`config.mk`:
```
export PLATFORM = sky130hd
export DESIGN_NAME = prs_supervisor
export DESIGN_NICKNAME = d
export VERILOG_FILES = /design/src/pkg/prs_pkg.sv /design/src/core/prs_supervisor.sv
export SDC_FILE = /design/constraint.sdc
export NUM_CORES = 1
export LEC_CHECK = 0
export ABC_AREA = 1
export BUFFER_PORTS_ARGS = -buffer_cell sky130_fd_sc_hd__buf_2
export CORE_MARGIN = 4
export CORE_UTILIZATION = 55
export DETAILED_ROUTE_END_ITERATION = 6
export PLACE_DENSITY = 0.93
export REMOVE_ABC_BUFFERS = 1
export SLEW_MARGIN = 10
export SYNTH_ARGS = -nofsm -noshare
export SYNTH_HDL_FRONTEND = slang
export SYNTH_SLANG_ARGS = --single-unit
```
`constraint.sdc`:
```
create_clock -name clk -period 4.95 [get_ports clk]
set_input_delay 0.99 -clock clk [delete_from_list [all_inputs] [get_ports clk]]
set_output_delay 0.99 -clock clk [all_outputs]
set_load 0.01 [all_outputs]
```
`src/pkg/prs_pkg.sv`:
```
package prs_pkg;

    // Register indices; byte address is four times the index
    localparam logic [7:0]  UNLOCK_IDX    = 8'hC7;
    localparam logic [7:0]  WATCHDOG_CONTROL_IDX     = 8'hD8;
    localparam logic [7:0]  PROT_IDX      = 8'hD9;
    localparam logic [7:0]  MISC_IDX      = 8'hDA;
    localparam logic [7:0]  IRQ_STAT_IDX  = 8'hE0;
    localparam logic [7:0]  IRQ_MASK_IDX  = 8'hE1;
    localparam int          ADDR_W        = 12;

    // Unlock keys
    localparam logic [7:0]  UNLOCK_KEY1   = 8'hAA;
    localparam logic [7:0]  UNLOCK_KEY2   = 8'h55;

    // watchdog_control bit positions
    localparam int          WDC_POR       = 6;
    localparam int          WDC_POWER_WARNING_IRQ_ENABLE      = 5;
    localparam int          WDC_PFI       = 4;
    localparam int          WDC_WATCHDOG_IRQ_FLAG      = 3;
    localparam int          WDC_WTRF      = 2;
    localparam int          WDC_EWT       = 1;
    localparam int          WDC_RWT       = 0;

    // Misc control bit positions
    localparam int          MISC_OSCILLATOR_FAIL_DETECT_ENABLE     = 0;
    localparam int          MISC_OSCILLATOR_FAIL_FLAG     = 1;
    localparam int          MISC_WDSEL_LO = 4;
    localparam int          MISC_WDSEL_HI = 5;

    // Interrupt status and mask bit positions
    localparam int          IRQ_WDT       = 0;
    localparam int          IRQ_PFW       = 1;
    localparam int          IRQ_OSC       = 2;
    localparam int          IRQ_W         = 3;

    // Timing
    localparam int          CLK_PERIOD_NS     = 10;
    localparam int          MACHINE_CYC       = 4;
    localparam int          UNLOCK_WIN_MC     = 3;
    localparam int          UNLOCK_WIN_CYC    = UNLOCK_WIN_MC * MACHINE_CYC;
    localparam int          WD_RST_MC         = 2;
    localparam int          WD_RST_CYC        = WD_RST_MC * MACHINE_CYC;
    localparam int          EXT_RST_MC_X100   = 125;
    localparam int          EXT_RST_CYC       = (EXT_RST_MC_X100 * MACHINE_CYC - 1) / 100;
    localparam int          POR_CYC_DEFAULT   = 65536;

    // Vectors
    localparam logic [15:0] PFW_VECTOR    = 16'h0033;
    localparam logic [15:0] RESET_VECTOR  = 16'h0000;

    // Reset values
    localparam logic [7:0]  WATCHDOG_CONTROL_RST     = 8'h00;
    localparam logic [IRQ_W-1:0] IRQ_MASK_RST = 3'h0;

    typedef struct packed {
        logic       can_clock_out_enable;
        logic [1:0] can_clock_out_divide;
        logic       infrared_clock_out_enable;
        logic       single_bus_can;
        logic [1:0] can_unit_reset;
        logic       can_memory_map;
        logic [1:0] internal_memory_config;
        logic [1:0] address_mode_select;
        logic       stack_address_mode;
        logic       bandgap_keep_on;
    } prs_prot_cfg_t;

    typedef struct packed {
        logic above_reset;
        logic below_warning;
        logic osc_failed;
    } prs_supply_t;

    typedef enum logic [1:0] {
        SEQ_OFF   = 2'b00,
        SEQ_LONG  = 2'b01,
        SEQ_SHORT = 2'b10,
        SEQ_RUN   = 2'b11
    } prs_seq_t;

    typedef enum logic [1:0] {
        UL_IDLE   = 2'b00,
        UL_GOT1   = 2'b01,
        UL_OPEN   = 2'b10
    } prs_ul_t;

endpackage

```
`src/core/prs_supervisor.sv`:
```
// Implementation choice: the APB slave port.
`timescale 1ns/1ns
`default_nettype none

module prs_supervisor
    import prs_pkg::*;
#(
    parameter int POR_CYC  = POR_CYC_DEFAULT,
    parameter int WD_EXP_0 = 17,
    parameter int WD_EXP_1 = 20,
    parameter int WD_EXP_2 = 23,
    parameter int WD_EXP_3 = 26
)(
    // Clock and reset
    input  wire logic              clk,
    input  wire logic              srst,
    // APB slave
    input  wire logic              psel,
    input  wire logic              penable,
    input  wire logic              pwrite,
    input  wire logic [ADDR_W-1:0] paddr,
    input  wire logic [31:0]       pwdata,
    output logic [31:0]            prdata,
    output logic                   pready,
    output logic                   pslverr,
    // Supply monitor, oscillator detector, reset pin
    input  wire prs_supply_t       supply,
    input  wire logic              reset_in,
    // Reset and interrupt outputs
    output logic                   cpu_reset,
    output logic                   reset_out_n,
    output logic                   osc_run,
    output logic [15:0]            start_addr,
    output logic                   power_warning_irq,
    output logic [15:0]            power_warning_vector,
    output logic                   irq,
    // Protected configuration
    output prs_prot_cfg_t          prot_cfg
);

    localparam int WD_W  = 27;
    localparam int RC_W  = 17;

    // Byte address of a register index
    function automatic logic [ADDR_W-1:0] byte_addr(input logic [7:0] idx);
        byte_addr = {2'b00, idx, 2'b00};
    endfunction

    // Watchdog period in clocks
    function automatic logic [WD_W-1:0] wd_len(input logic [1:0] sel);
        case (sel)
            2'd0:    wd_len = WD_W'(1) << WD_EXP_0;
            2'd1:    wd_len = WD_W'(1) << WD_EXP_1;
            2'd2:    wd_len = WD_W'(1) << WD_EXP_2;
            default: wd_len = WD_W'(1) << WD_EXP_3;
        endcase
    endfunction

    prs_ul_t            ul_state_r;
    logic [3:0]         ul_cnt_r;
    prs_seq_t           seq_r;
    logic [RC_W-1:0]    rst_cnt_r;
    logic [WD_W-1:0]    wd_cnt_r;
    logic [7:0]         watchdog_control_r;
    logic [1:0]         misc_r;
    logic [1:0]         wd_sel_r;
    logic [IRQ_W-1:0]   irq_stat_r;
    logic [IRQ_W-1:0]   irq_mask_r;
    logic               reset_in_q_r;
    logic [31:0]        rdata_nxt;
    logic               addr_ok;
    logic               wr;
    logic               prot_wr;
    logic               wd_hit;
    logic               osc_evt;
    logic               ext_rise;
    logic               wd_rst_evt;
    prs_seq_t           seq_nxt;

    // APB decode
    always_comb
    begin
        addr_ok   = 1'b1;
        rdata_nxt = 32'h0000_0000;
        if (paddr == byte_addr(UNLOCK_IDX))
        begin
            rdata_nxt = 32'h0000_0000;
        end
        else if (paddr == byte_addr(WATCHDOG_CONTROL_IDX))
        begin
            rdata_nxt = {24'h00_0000, watchdog_control_r};
        end
        else if (paddr == byte_addr(PROT_IDX))
        begin
            rdata_nxt = {18'h0_0000, prot_cfg};
        end
        else if (paddr == byte_addr(MISC_IDX))
        begin
            rdata_nxt = {26'h000_0000, wd_sel_r, 2'b00, misc_r};
        end
        else if (paddr == byte_addr(IRQ_STAT_IDX))
        begin
            rdata_nxt = {29'h0000_0000, irq_stat_r};
        end
        else if (paddr == byte_addr(IRQ_MASK_IDX))
        begin
            rdata_nxt = {29'h0000_0000, irq_mask_r};
        end
        else
        begin
            addr_ok = 1'b0;
        end
    end

    // Zero wait: pready is set in setup, so every transfer lasts two cycles, setup plus one access cycle
    always_ff @(posedge clk)
    begin
        if (srst)
        begin
            pready  <= 1'b0;
            pslverr <= 1'b0;
            prdata  <= 32'h0000_0000;
        end
        else
        begin
            pready  <= psel & ~penable;
            pslverr <= psel & ~penable & ~addr_ok;
            prdata  <= (psel & ~penable & ~pwrite) ? rdata_nxt : 32'h0000_0000;
        end
    end

    assign wr = psel & penable & pready & pwrite & addr_ok;
    assign prot_wr = wr & (ul_state_r == UL_OPEN) &
                     ((paddr == byte_addr(WATCHDOG_CONTROL_IDX)) || (paddr == byte_addr(PROT_IDX)) ||
                      (paddr == byte_addr(MISC_IDX)));

    // Unlock sequencer; any mapped-register write in between, other than a new first key, breaks the pair
    always_ff @(posedge clk)
    begin
        if (srst)
        begin
            ul_state_r <= UL_IDLE;
            ul_cnt_r   <= 4'h0;
        end
        else if (wr)
        begin
            if (paddr == byte_addr(UNLOCK_IDX) && pwdata[7:0] == UNLOCK_KEY1)
            begin
                ul_state_r <= UL_GOT1;
            end
            else if (paddr == byte_addr(UNLOCK_IDX) && pwdata[7:0] == UNLOCK_KEY2 &&
                     ul_state_r == UL_GOT1)
            begin
                ul_state_r <= UL_OPEN;
                ul_cnt_r   <= 4'(UNLOCK_WIN_CYC - 1);
            end
            else
            begin
                ul_state_r <= UL_IDLE;
            end
        end
        else if (ul_state_r == UL_OPEN)
        begin
            if (ul_cnt_r == 4'h0)
            begin
                ul_state_r <= UL_IDLE;
            end
            else
            begin
                ul_cnt_r <= ul_cnt_r - 4'h1;
            end
        end
    end

    // Protected configuration bits
    always_ff @(posedge clk)
    begin
        if (srst)
        begin
            prot_cfg <= '0;
        end
        else if (prot_wr && paddr == byte_addr(PROT_IDX))
        begin
            prot_cfg <= prs_prot_cfg_t'(pwdata[13:0]);
        end
    end

    // Watchdog
    assign wd_hit = (seq_r == SEQ_RUN) && (wd_cnt_r >= wd_len(wd_sel_r) - WD_W'(1));
    assign wd_rst_evt = wd_hit & watchdog_control_r[WDC_EWT];

    always_ff @(posedge clk)
    begin
        if (srst || seq_r != SEQ_RUN)
        begin
            wd_cnt_r <= '0;
        end
        else if (prot_wr && paddr == byte_addr(WATCHDOG_CONTROL_IDX) && pwdata[WDC_RWT])
        begin
            wd_cnt_r <= '0;
        end
        else if (wd_hit)
        begin
            wd_cnt_r <= '0;
        end
        else
        begin
            wd_cnt_r <= wd_cnt_r + WD_W'(1);
        end
    end

    // Misc: oscillator detect, period select
    assign osc_evt = supply.osc_failed & misc_r[MISC_OSCILLATOR_FAIL_DETECT_ENABLE] & (seq_r != SEQ_OFF);

    always_ff @(posedge clk)
    begin
        if (srst)
        begin
            misc_r   <= 2'b00;
            wd_sel_r <= 2'b00;
        end
        else
        begin
            if (wr && paddr == byte_addr(MISC_IDX))
            begin
                wd_sel_r <= pwdata[MISC_WDSEL_HI:MISC_WDSEL_LO];
            end
            if (prot_wr && paddr == byte_addr(MISC_IDX))
            begin
                misc_r[MISC_OSCILLATOR_FAIL_DETECT_ENABLE] <= pwdata[MISC_OSCILLATOR_FAIL_DETECT_ENABLE];
            end
            // Hardware set wins over a software clear
            if (osc_evt)
            begin
                misc_r[MISC_OSCILLATOR_FAIL_FLAG] <= 1'b1;
            end
            else if (seq_r == SEQ_OFF)
            begin
                misc_r[MISC_OSCILLATOR_FAIL_FLAG] <= 1'b0;
            end
            else if (wr && paddr == byte_addr(MISC_IDX) && !pwdata[MISC_OSCILLATOR_FAIL_FLAG])
            begin
                misc_r[MISC_OSCILLATOR_FAIL_FLAG] <= 1'b0;
            end
        end
    end

    // Watchdog control
    always_ff @(posedge clk)
    begin
        if (srst)
        begin
            watchdog_control_r <= WATCHDOG_CONTROL_RST;
        end
        else
        begin
            if (wr && paddr == byte_addr(WATCHDOG_CONTROL_IDX))
            begin
                watchdog_control_r[WDC_POWER_WARNING_IRQ_ENABLE] <= pwdata[WDC_POWER_WARNING_IRQ_ENABLE];
            end
            if (supply.below_warning)
            begin
                watchdog_control_r[WDC_PFI] <= 1'b1;
            end
            else if (wr && paddr == byte_addr(WATCHDOG_CONTROL_IDX) && !pwdata[WDC_PFI])
            begin
                watchdog_control_r[WDC_PFI] <= 1'b0;
            end
            if (seq_r == SEQ_OFF && supply.above_reset)
            begin
                watchdog_control_r[WDC_POR] <= 1'b1;
            end
            else if (prot_wr && paddr == byte_addr(WATCHDOG_CONTROL_IDX))
            begin
                watchdog_control_r[WDC_POR] <= pwdata[WDC_POR];
            end
            if (wd_hit)
            begin
                watchdog_control_r[WDC_WATCHDOG_IRQ_FLAG] <= 1'b1;
            end
            else if (prot_wr && paddr == byte_addr(WATCHDOG_CONTROL_IDX))
            begin
                watchdog_control_r[WDC_WATCHDOG_IRQ_FLAG] <= pwdata[WDC_WATCHDOG_IRQ_FLAG];
            end
            if (wd_rst_evt)
            begin
                watchdog_control_r[WDC_WTRF] <= 1'b1;
            end
            else if (wr && paddr == byte_addr(WATCHDOG_CONTROL_IDX) && !pwdata[WDC_WTRF])
            begin
                watchdog_control_r[WDC_WTRF] <= 1'b0;
            end
            if (prot_wr && paddr == byte_addr(WATCHDOG_CONTROL_IDX))
            begin
                watchdog_control_r[WDC_EWT] <= pwdata[WDC_EWT];
            end
        end
    end

    // Interrupt status, write one to clear, set wins
    always_ff @(posedge clk)
    begin
        if (srst)
        begin
            irq_stat_r <= '0;
            irq_mask_r <= IRQ_MASK_RST;
        end
        else
        begin
            if (wr && paddr == byte_addr(IRQ_MASK_IDX))
            begin
                irq_mask_r <= pwdata[IRQ_W-1:0];
            end
            irq_stat_r <= (irq_stat_r &
                          ~((wr && paddr == byte_addr(IRQ_STAT_IDX)) ? pwdata[IRQ_W-1:0] : '0))
                          | {osc_evt, supply.below_warning, wd_hit};
        end
    end

    // Reset sequencer
    assign ext_rise = reset_in & ~reset_in_q_r;

    always_comb
    begin
        seq_nxt = seq_r;
        case (seq_r)
            SEQ_OFF:
            begin
                if (supply.above_reset)
                begin
                    seq_nxt = SEQ_LONG;
                end
            end
            SEQ_LONG, SEQ_SHORT:
            begin
                if (!supply.above_reset)
                begin
                    seq_nxt = SEQ_OFF;
                end
                else if (rst_cnt_r == '0)
                begin
                    seq_nxt = SEQ_RUN;
                end
            end
            default:
            begin
                if (!supply.above_reset)
                begin
                    seq_nxt = SEQ_OFF;
                end
                else if (osc_evt)
                begin
                    seq_nxt = SEQ_LONG;
                end
                else if (wd_rst_evt || ext_rise)
                begin
                    seq_nxt = SEQ_SHORT;
                end
            end
        endcase
    end

    always_ff @(posedge clk)
    begin
        if (srst)
        begin
            seq_r        <= SEQ_OFF;
            rst_cnt_r    <= '0;
            reset_in_q_r <= 1'b0;
        end
        else
        begin
            seq_r        <= seq_nxt;
            reset_in_q_r <= reset_in;
            if (seq_nxt == SEQ_LONG && seq_r != SEQ_LONG)
            begin
                rst_cnt_r <= RC_W'(POR_CYC - 1);
            end
            else if (seq_nxt == SEQ_SHORT && seq_r == SEQ_RUN)
            begin
                // Watchdog outranks a coincident pin edge
                rst_cnt_r <= wd_rst_evt ? RC_W'(WD_RST_CYC - 1)
                                        : RC_W'(EXT_RST_CYC - 1);
            end
            else if (rst_cnt_r != '0)
            begin
                rst_cnt_r <= rst_cnt_r - RC_W'(1);
            end
        end
    end

    // Registered outputs
    always_ff @(posedge clk)
    begin
        if (srst)
        begin
            cpu_reset            <= 1'b1;
            reset_out_n          <= 1'b0;
            osc_run              <= 1'b0;
            start_addr           <= RESET_VECTOR;
            power_warning_irq    <= 1'b0;
            power_warning_vector <= 16'h0000;
            irq                  <= 1'b0;
        end
        else
        begin
            // Pin held high keeps the CPU in reset beyond the short pulse
            cpu_reset            <= (seq_nxt != SEQ_RUN) | reset_in;
            reset_out_n          <= (seq_nxt == SEQ_RUN);
            osc_run              <= (seq_nxt != SEQ_OFF);
            start_addr           <= RESET_VECTOR;
            power_warning_irq    <= watchdog_control_r[WDC_POWER_WARNING_IRQ_ENABLE] & watchdog_control_r[WDC_PFI];
            power_warning_vector <= (watchdog_control_r[WDC_POWER_WARNING_IRQ_ENABLE] & watchdog_control_r[WDC_PFI]) ?
                                    PFW_VECTOR : 16'h0000;
            irq                  <= |(irq_stat_r & irq_mask_r);
        end
    end

endmodule

`default_nettype wire

```
==> results by group <==
Run
  – MaxCap Viol Count: 0

Die
  – # rows: 36
  – Initial core utilization: 56.8%
  – Die Ht: 109 um
  – Full die area: ~0.012 sq mm
  – IO Pins: 138
  – Core area: 0.00986 sq mm
  – Die W: about 110 um

Critical path
  – R2R Path Start: wd_sel_r[1]
  – Crit Path Class: register to register
  – R2R Setup Slk: 2.04 ns
  – Crit path launch: wd_sel_r[1]
  – Startpoint types: register
  – R2r endpoint: rst_cnt_r[1]
  – Worst-path maximum fanout: 16
  – CP required: 5.24 ns
  – Crit path DAT: 3.20 ns
  – Worst-case reg-to-reg path depth: 19
  – Worst Setup End Kind: register
  – Setup crit end: rst_cnt_r[1]

Route
  – First-pass DRT Iterations: 5
  – Post-route DRC violation count: 0
  – Final ANT Viol Nets: 0
  – Via count: around 4900
  – Routed WL per cell: 12.8 um
  – Vias per cell: 5.18
  – Detailed-route wire length: 12100 um
  – Iter 0 DRT Violations: 407

Cells and area
  – Fin nets: about 880
  – Area occupied by multi-input gates: 0.00285 sq mm
  – # diodes: 0
  – Layout cell share with drive strength beyond 1: 17.5%
  – Fillers: 790
  – Syn-to-layout area delta: 8.51%
  – Flip-flop and latch area: 0.00208 sq mm

Synth
  – Synth area leader: dfxtp_1
  – Synth cell types: 48
  – Synth top cells by count: nand2_1, dfxtp_1, inv_1
  – Ys flop type: dfxtp_1
  – Post-synth EDFFs: 0
  – Area contributors post-synth: dfxtp_1, nand2_1, buf_4
  – Syn. warnings: 0
  – Mapped Avg Cell Area: between 7 and 8 sq um
  – Post-synth ARST share: 0%
  – Top-count cell post-synth: nand2_1
  – Mapped cell area: 0.00560 sq mm
  – Synth top area share: 37.2%
  – Mapped Cells: between 700 and 800
  – #FFs+latches synth: 104
  – Sequential area share after synthesis: between 30% and 40%

Timing
  – Normalized max-slew margin: 50.4%
  – Unrepaired setup endpoints after global routing: false
  – Clock Skews: 0.0165 ns
  – Final setup fails: 0
  – Total Neg Setup Slack: 0 ns
  – WHS: around 0.45 ns
  – Final min period: 2.91 ns
  – Worst slew pin tran: 0.743 ns
  – Final hold vios: 0
  – Max Freq: 344 MHz
  – Max-slew violation count: 0
  – Final Cycle Share: 58.8%

Global routing
  – Antenna violations before repair: 0
  – Largest net degree at the start of global routing: 32
  – GRT Total Usage: 20.2%
  – Vias in the first global route: 4432
  – First-pass GRT wire length: between 15000 and 20000 um
  – Remaining Overflow, GRT: 0

Worst hold path
  – Class of the worst hold path: register to register

CTS
  – H-tree depth: 3
  – CTS tree: yes
  – Clock sink count: 104
  – Worst skew pair latency: 0.38 ns
  – Clk buf depth: 2
  – Post-CTS Setup Inserts: 0
  – CTS-repair resized insts: 0
  – CTS root buf: clkbuf_8
  – Clock-pin slew on the worst setup and hold paths: 0.12 ns
  – # hold bufs at CTS: 0
  – CTS Buf Count: 9

Placed design
  – Detailed Place HPWL: approximately 8800 um
  – Number of I/O port buffers: 73
  – Routability Congestion: around 1

Power
  – Leak: 2.67 nW
  – PwrDens: 271 mW/mm^2
  – Max IR drop VDD: 0.000191 V

Status
  – Status: finished clean
==> flip-flops by register name (all words and copies together) (netlist names) <==
name / flops
seq_r: 2
power_warning_vector: 1
prot_cfg: 14
prdata: 14
watchdog_control_r: 6
irq: 1
irq_stat_r: 3
pready: 1
ul_state_r: 2
wd_cnt_r: 27
reset_in_q_r: 1
wd_sel_r: 2
osc_run: 1
cpu_reset: 1
pslverr: 1
irq_mask_r: 3
ul_cnt_r: 4
reset_out_n: 1
misc_r: 2
rst_cnt_r: 17
==> stage by stage <==
step	setup slack (ns)	std cells	util, %	total power (W)	instance area, sq um
finish	2.04	948	61.6	0.00165	6080
global route	1.78	948	61.6	0.00171	6080
CTS	2.07	947	61.5	0.00165	6060
detailed placement	1.69	931	59.3	0.00111	5850
global placement	1.79	931	59.3	0.00110	5850
floorplan	1.91	722	-	0.00105	5300
==> where the power goes <==
part	internal (W)	leakage, nW	switching (W)
Sequential	0.000862	0.844	0.0000240
Combinational	0.0000784	1.72	0.000131
Clock	0.000210	0.108	0.000340
Total	0.00115	2.67	0.000494
==> kinds of logic after synthesis <==
| family | Yosys count | share of synthesized area, % |
|---|---|---|
| buf+inv | 162 | 14.9 |
| fa+ha+maj | 16 | 3.58 |
| compound gates | 115 | 12.0 |
| xor+xnor | 29 | 4.54 |
| mux | 1 | 0.179 |
| simple gates | 312 | 27.5 |
| other cells | 2 | 0.134 |
| flops | 104 | 37.2 |
==> how the worst min path moves through the flow <==
stage                  from     endpoint  slack (ns)  depth (start not counted)
4_1_cts        prot_cfg[12]   prdata[12]        0.45                          2
5_1_grt        prot_cfg[12]   prdata[12]        0.46                          2
6_report       prot_cfg[11]   prdata[11]        0.45                          2
3_5_place_dp   prot_cfg[12]   prdata[12]        0.44                          2
2_1_floorplan   wd_cnt_r[0]  wd_cnt_r[0]        0.42                          1
3_3_place_gp   prot_cfg[13]   prdata[13]        0.43                          2
==> metal layers <==
metal  global-route usage (%)  vias up  wire (um)
met1                     25.4     2176       4990
met2                     34.3      264       5730
met4                     7.48        0        310
li1                         -     2437          -
met3                     4.03       36       1090
met5                        0        -          0
==> worst max-delay path: stages, from the launching register on <==
cell      delay (ns)
dfxtp_1         0.51
nand2_1         0.16
ha_1            0.32
inv_1           0.05
nor2_1          0.19
nand2_1         0.07
nor2_1          0.14
inv_1           0.05
nor2_1          0.09
nor2_1          0.06
nand3_2         0.10
nand3_2         0.11
nand3_1         0.09
nand2_1         0.06
nand2_2         0.13
clkinv_1        0.12
nand2_4         0.24
nand2_2         0.11
o21ai_1         0.14
inv_1           0.06
==> cell usage in the layout, fill, tap and decap left out, types with 8 or more instances in the layout <==
cell type,Yosys,final
clkbuf_8,0,9
inv_1,94,94
nand3_1,33,33
nand2_1,108,108
nor4_1,8,8
nand3_2,11,11
xnor2_1,13,13
buf_2,4,73
xor2_1,16,16
nor2_1,91,91
nor3_1,22,22
o21ai_0,36,36
nand4_1,10,10
a21oi_1,51,51
conb_1,2,47
a21oi_2,10,10
ha_1,16,16
dfxtp_1,104,104
==> layout make-up <==
type	instances	share of cell area (%)
clock buffers	9	2.04
clock inverters	7	1.42
inverters	98	6.05
multi-input cells	520	46.9
flip-flops and latches	104	34.3
well taps	133	2.74
repair buffers	77	6.57
Power figures use the tool's default switching activity.
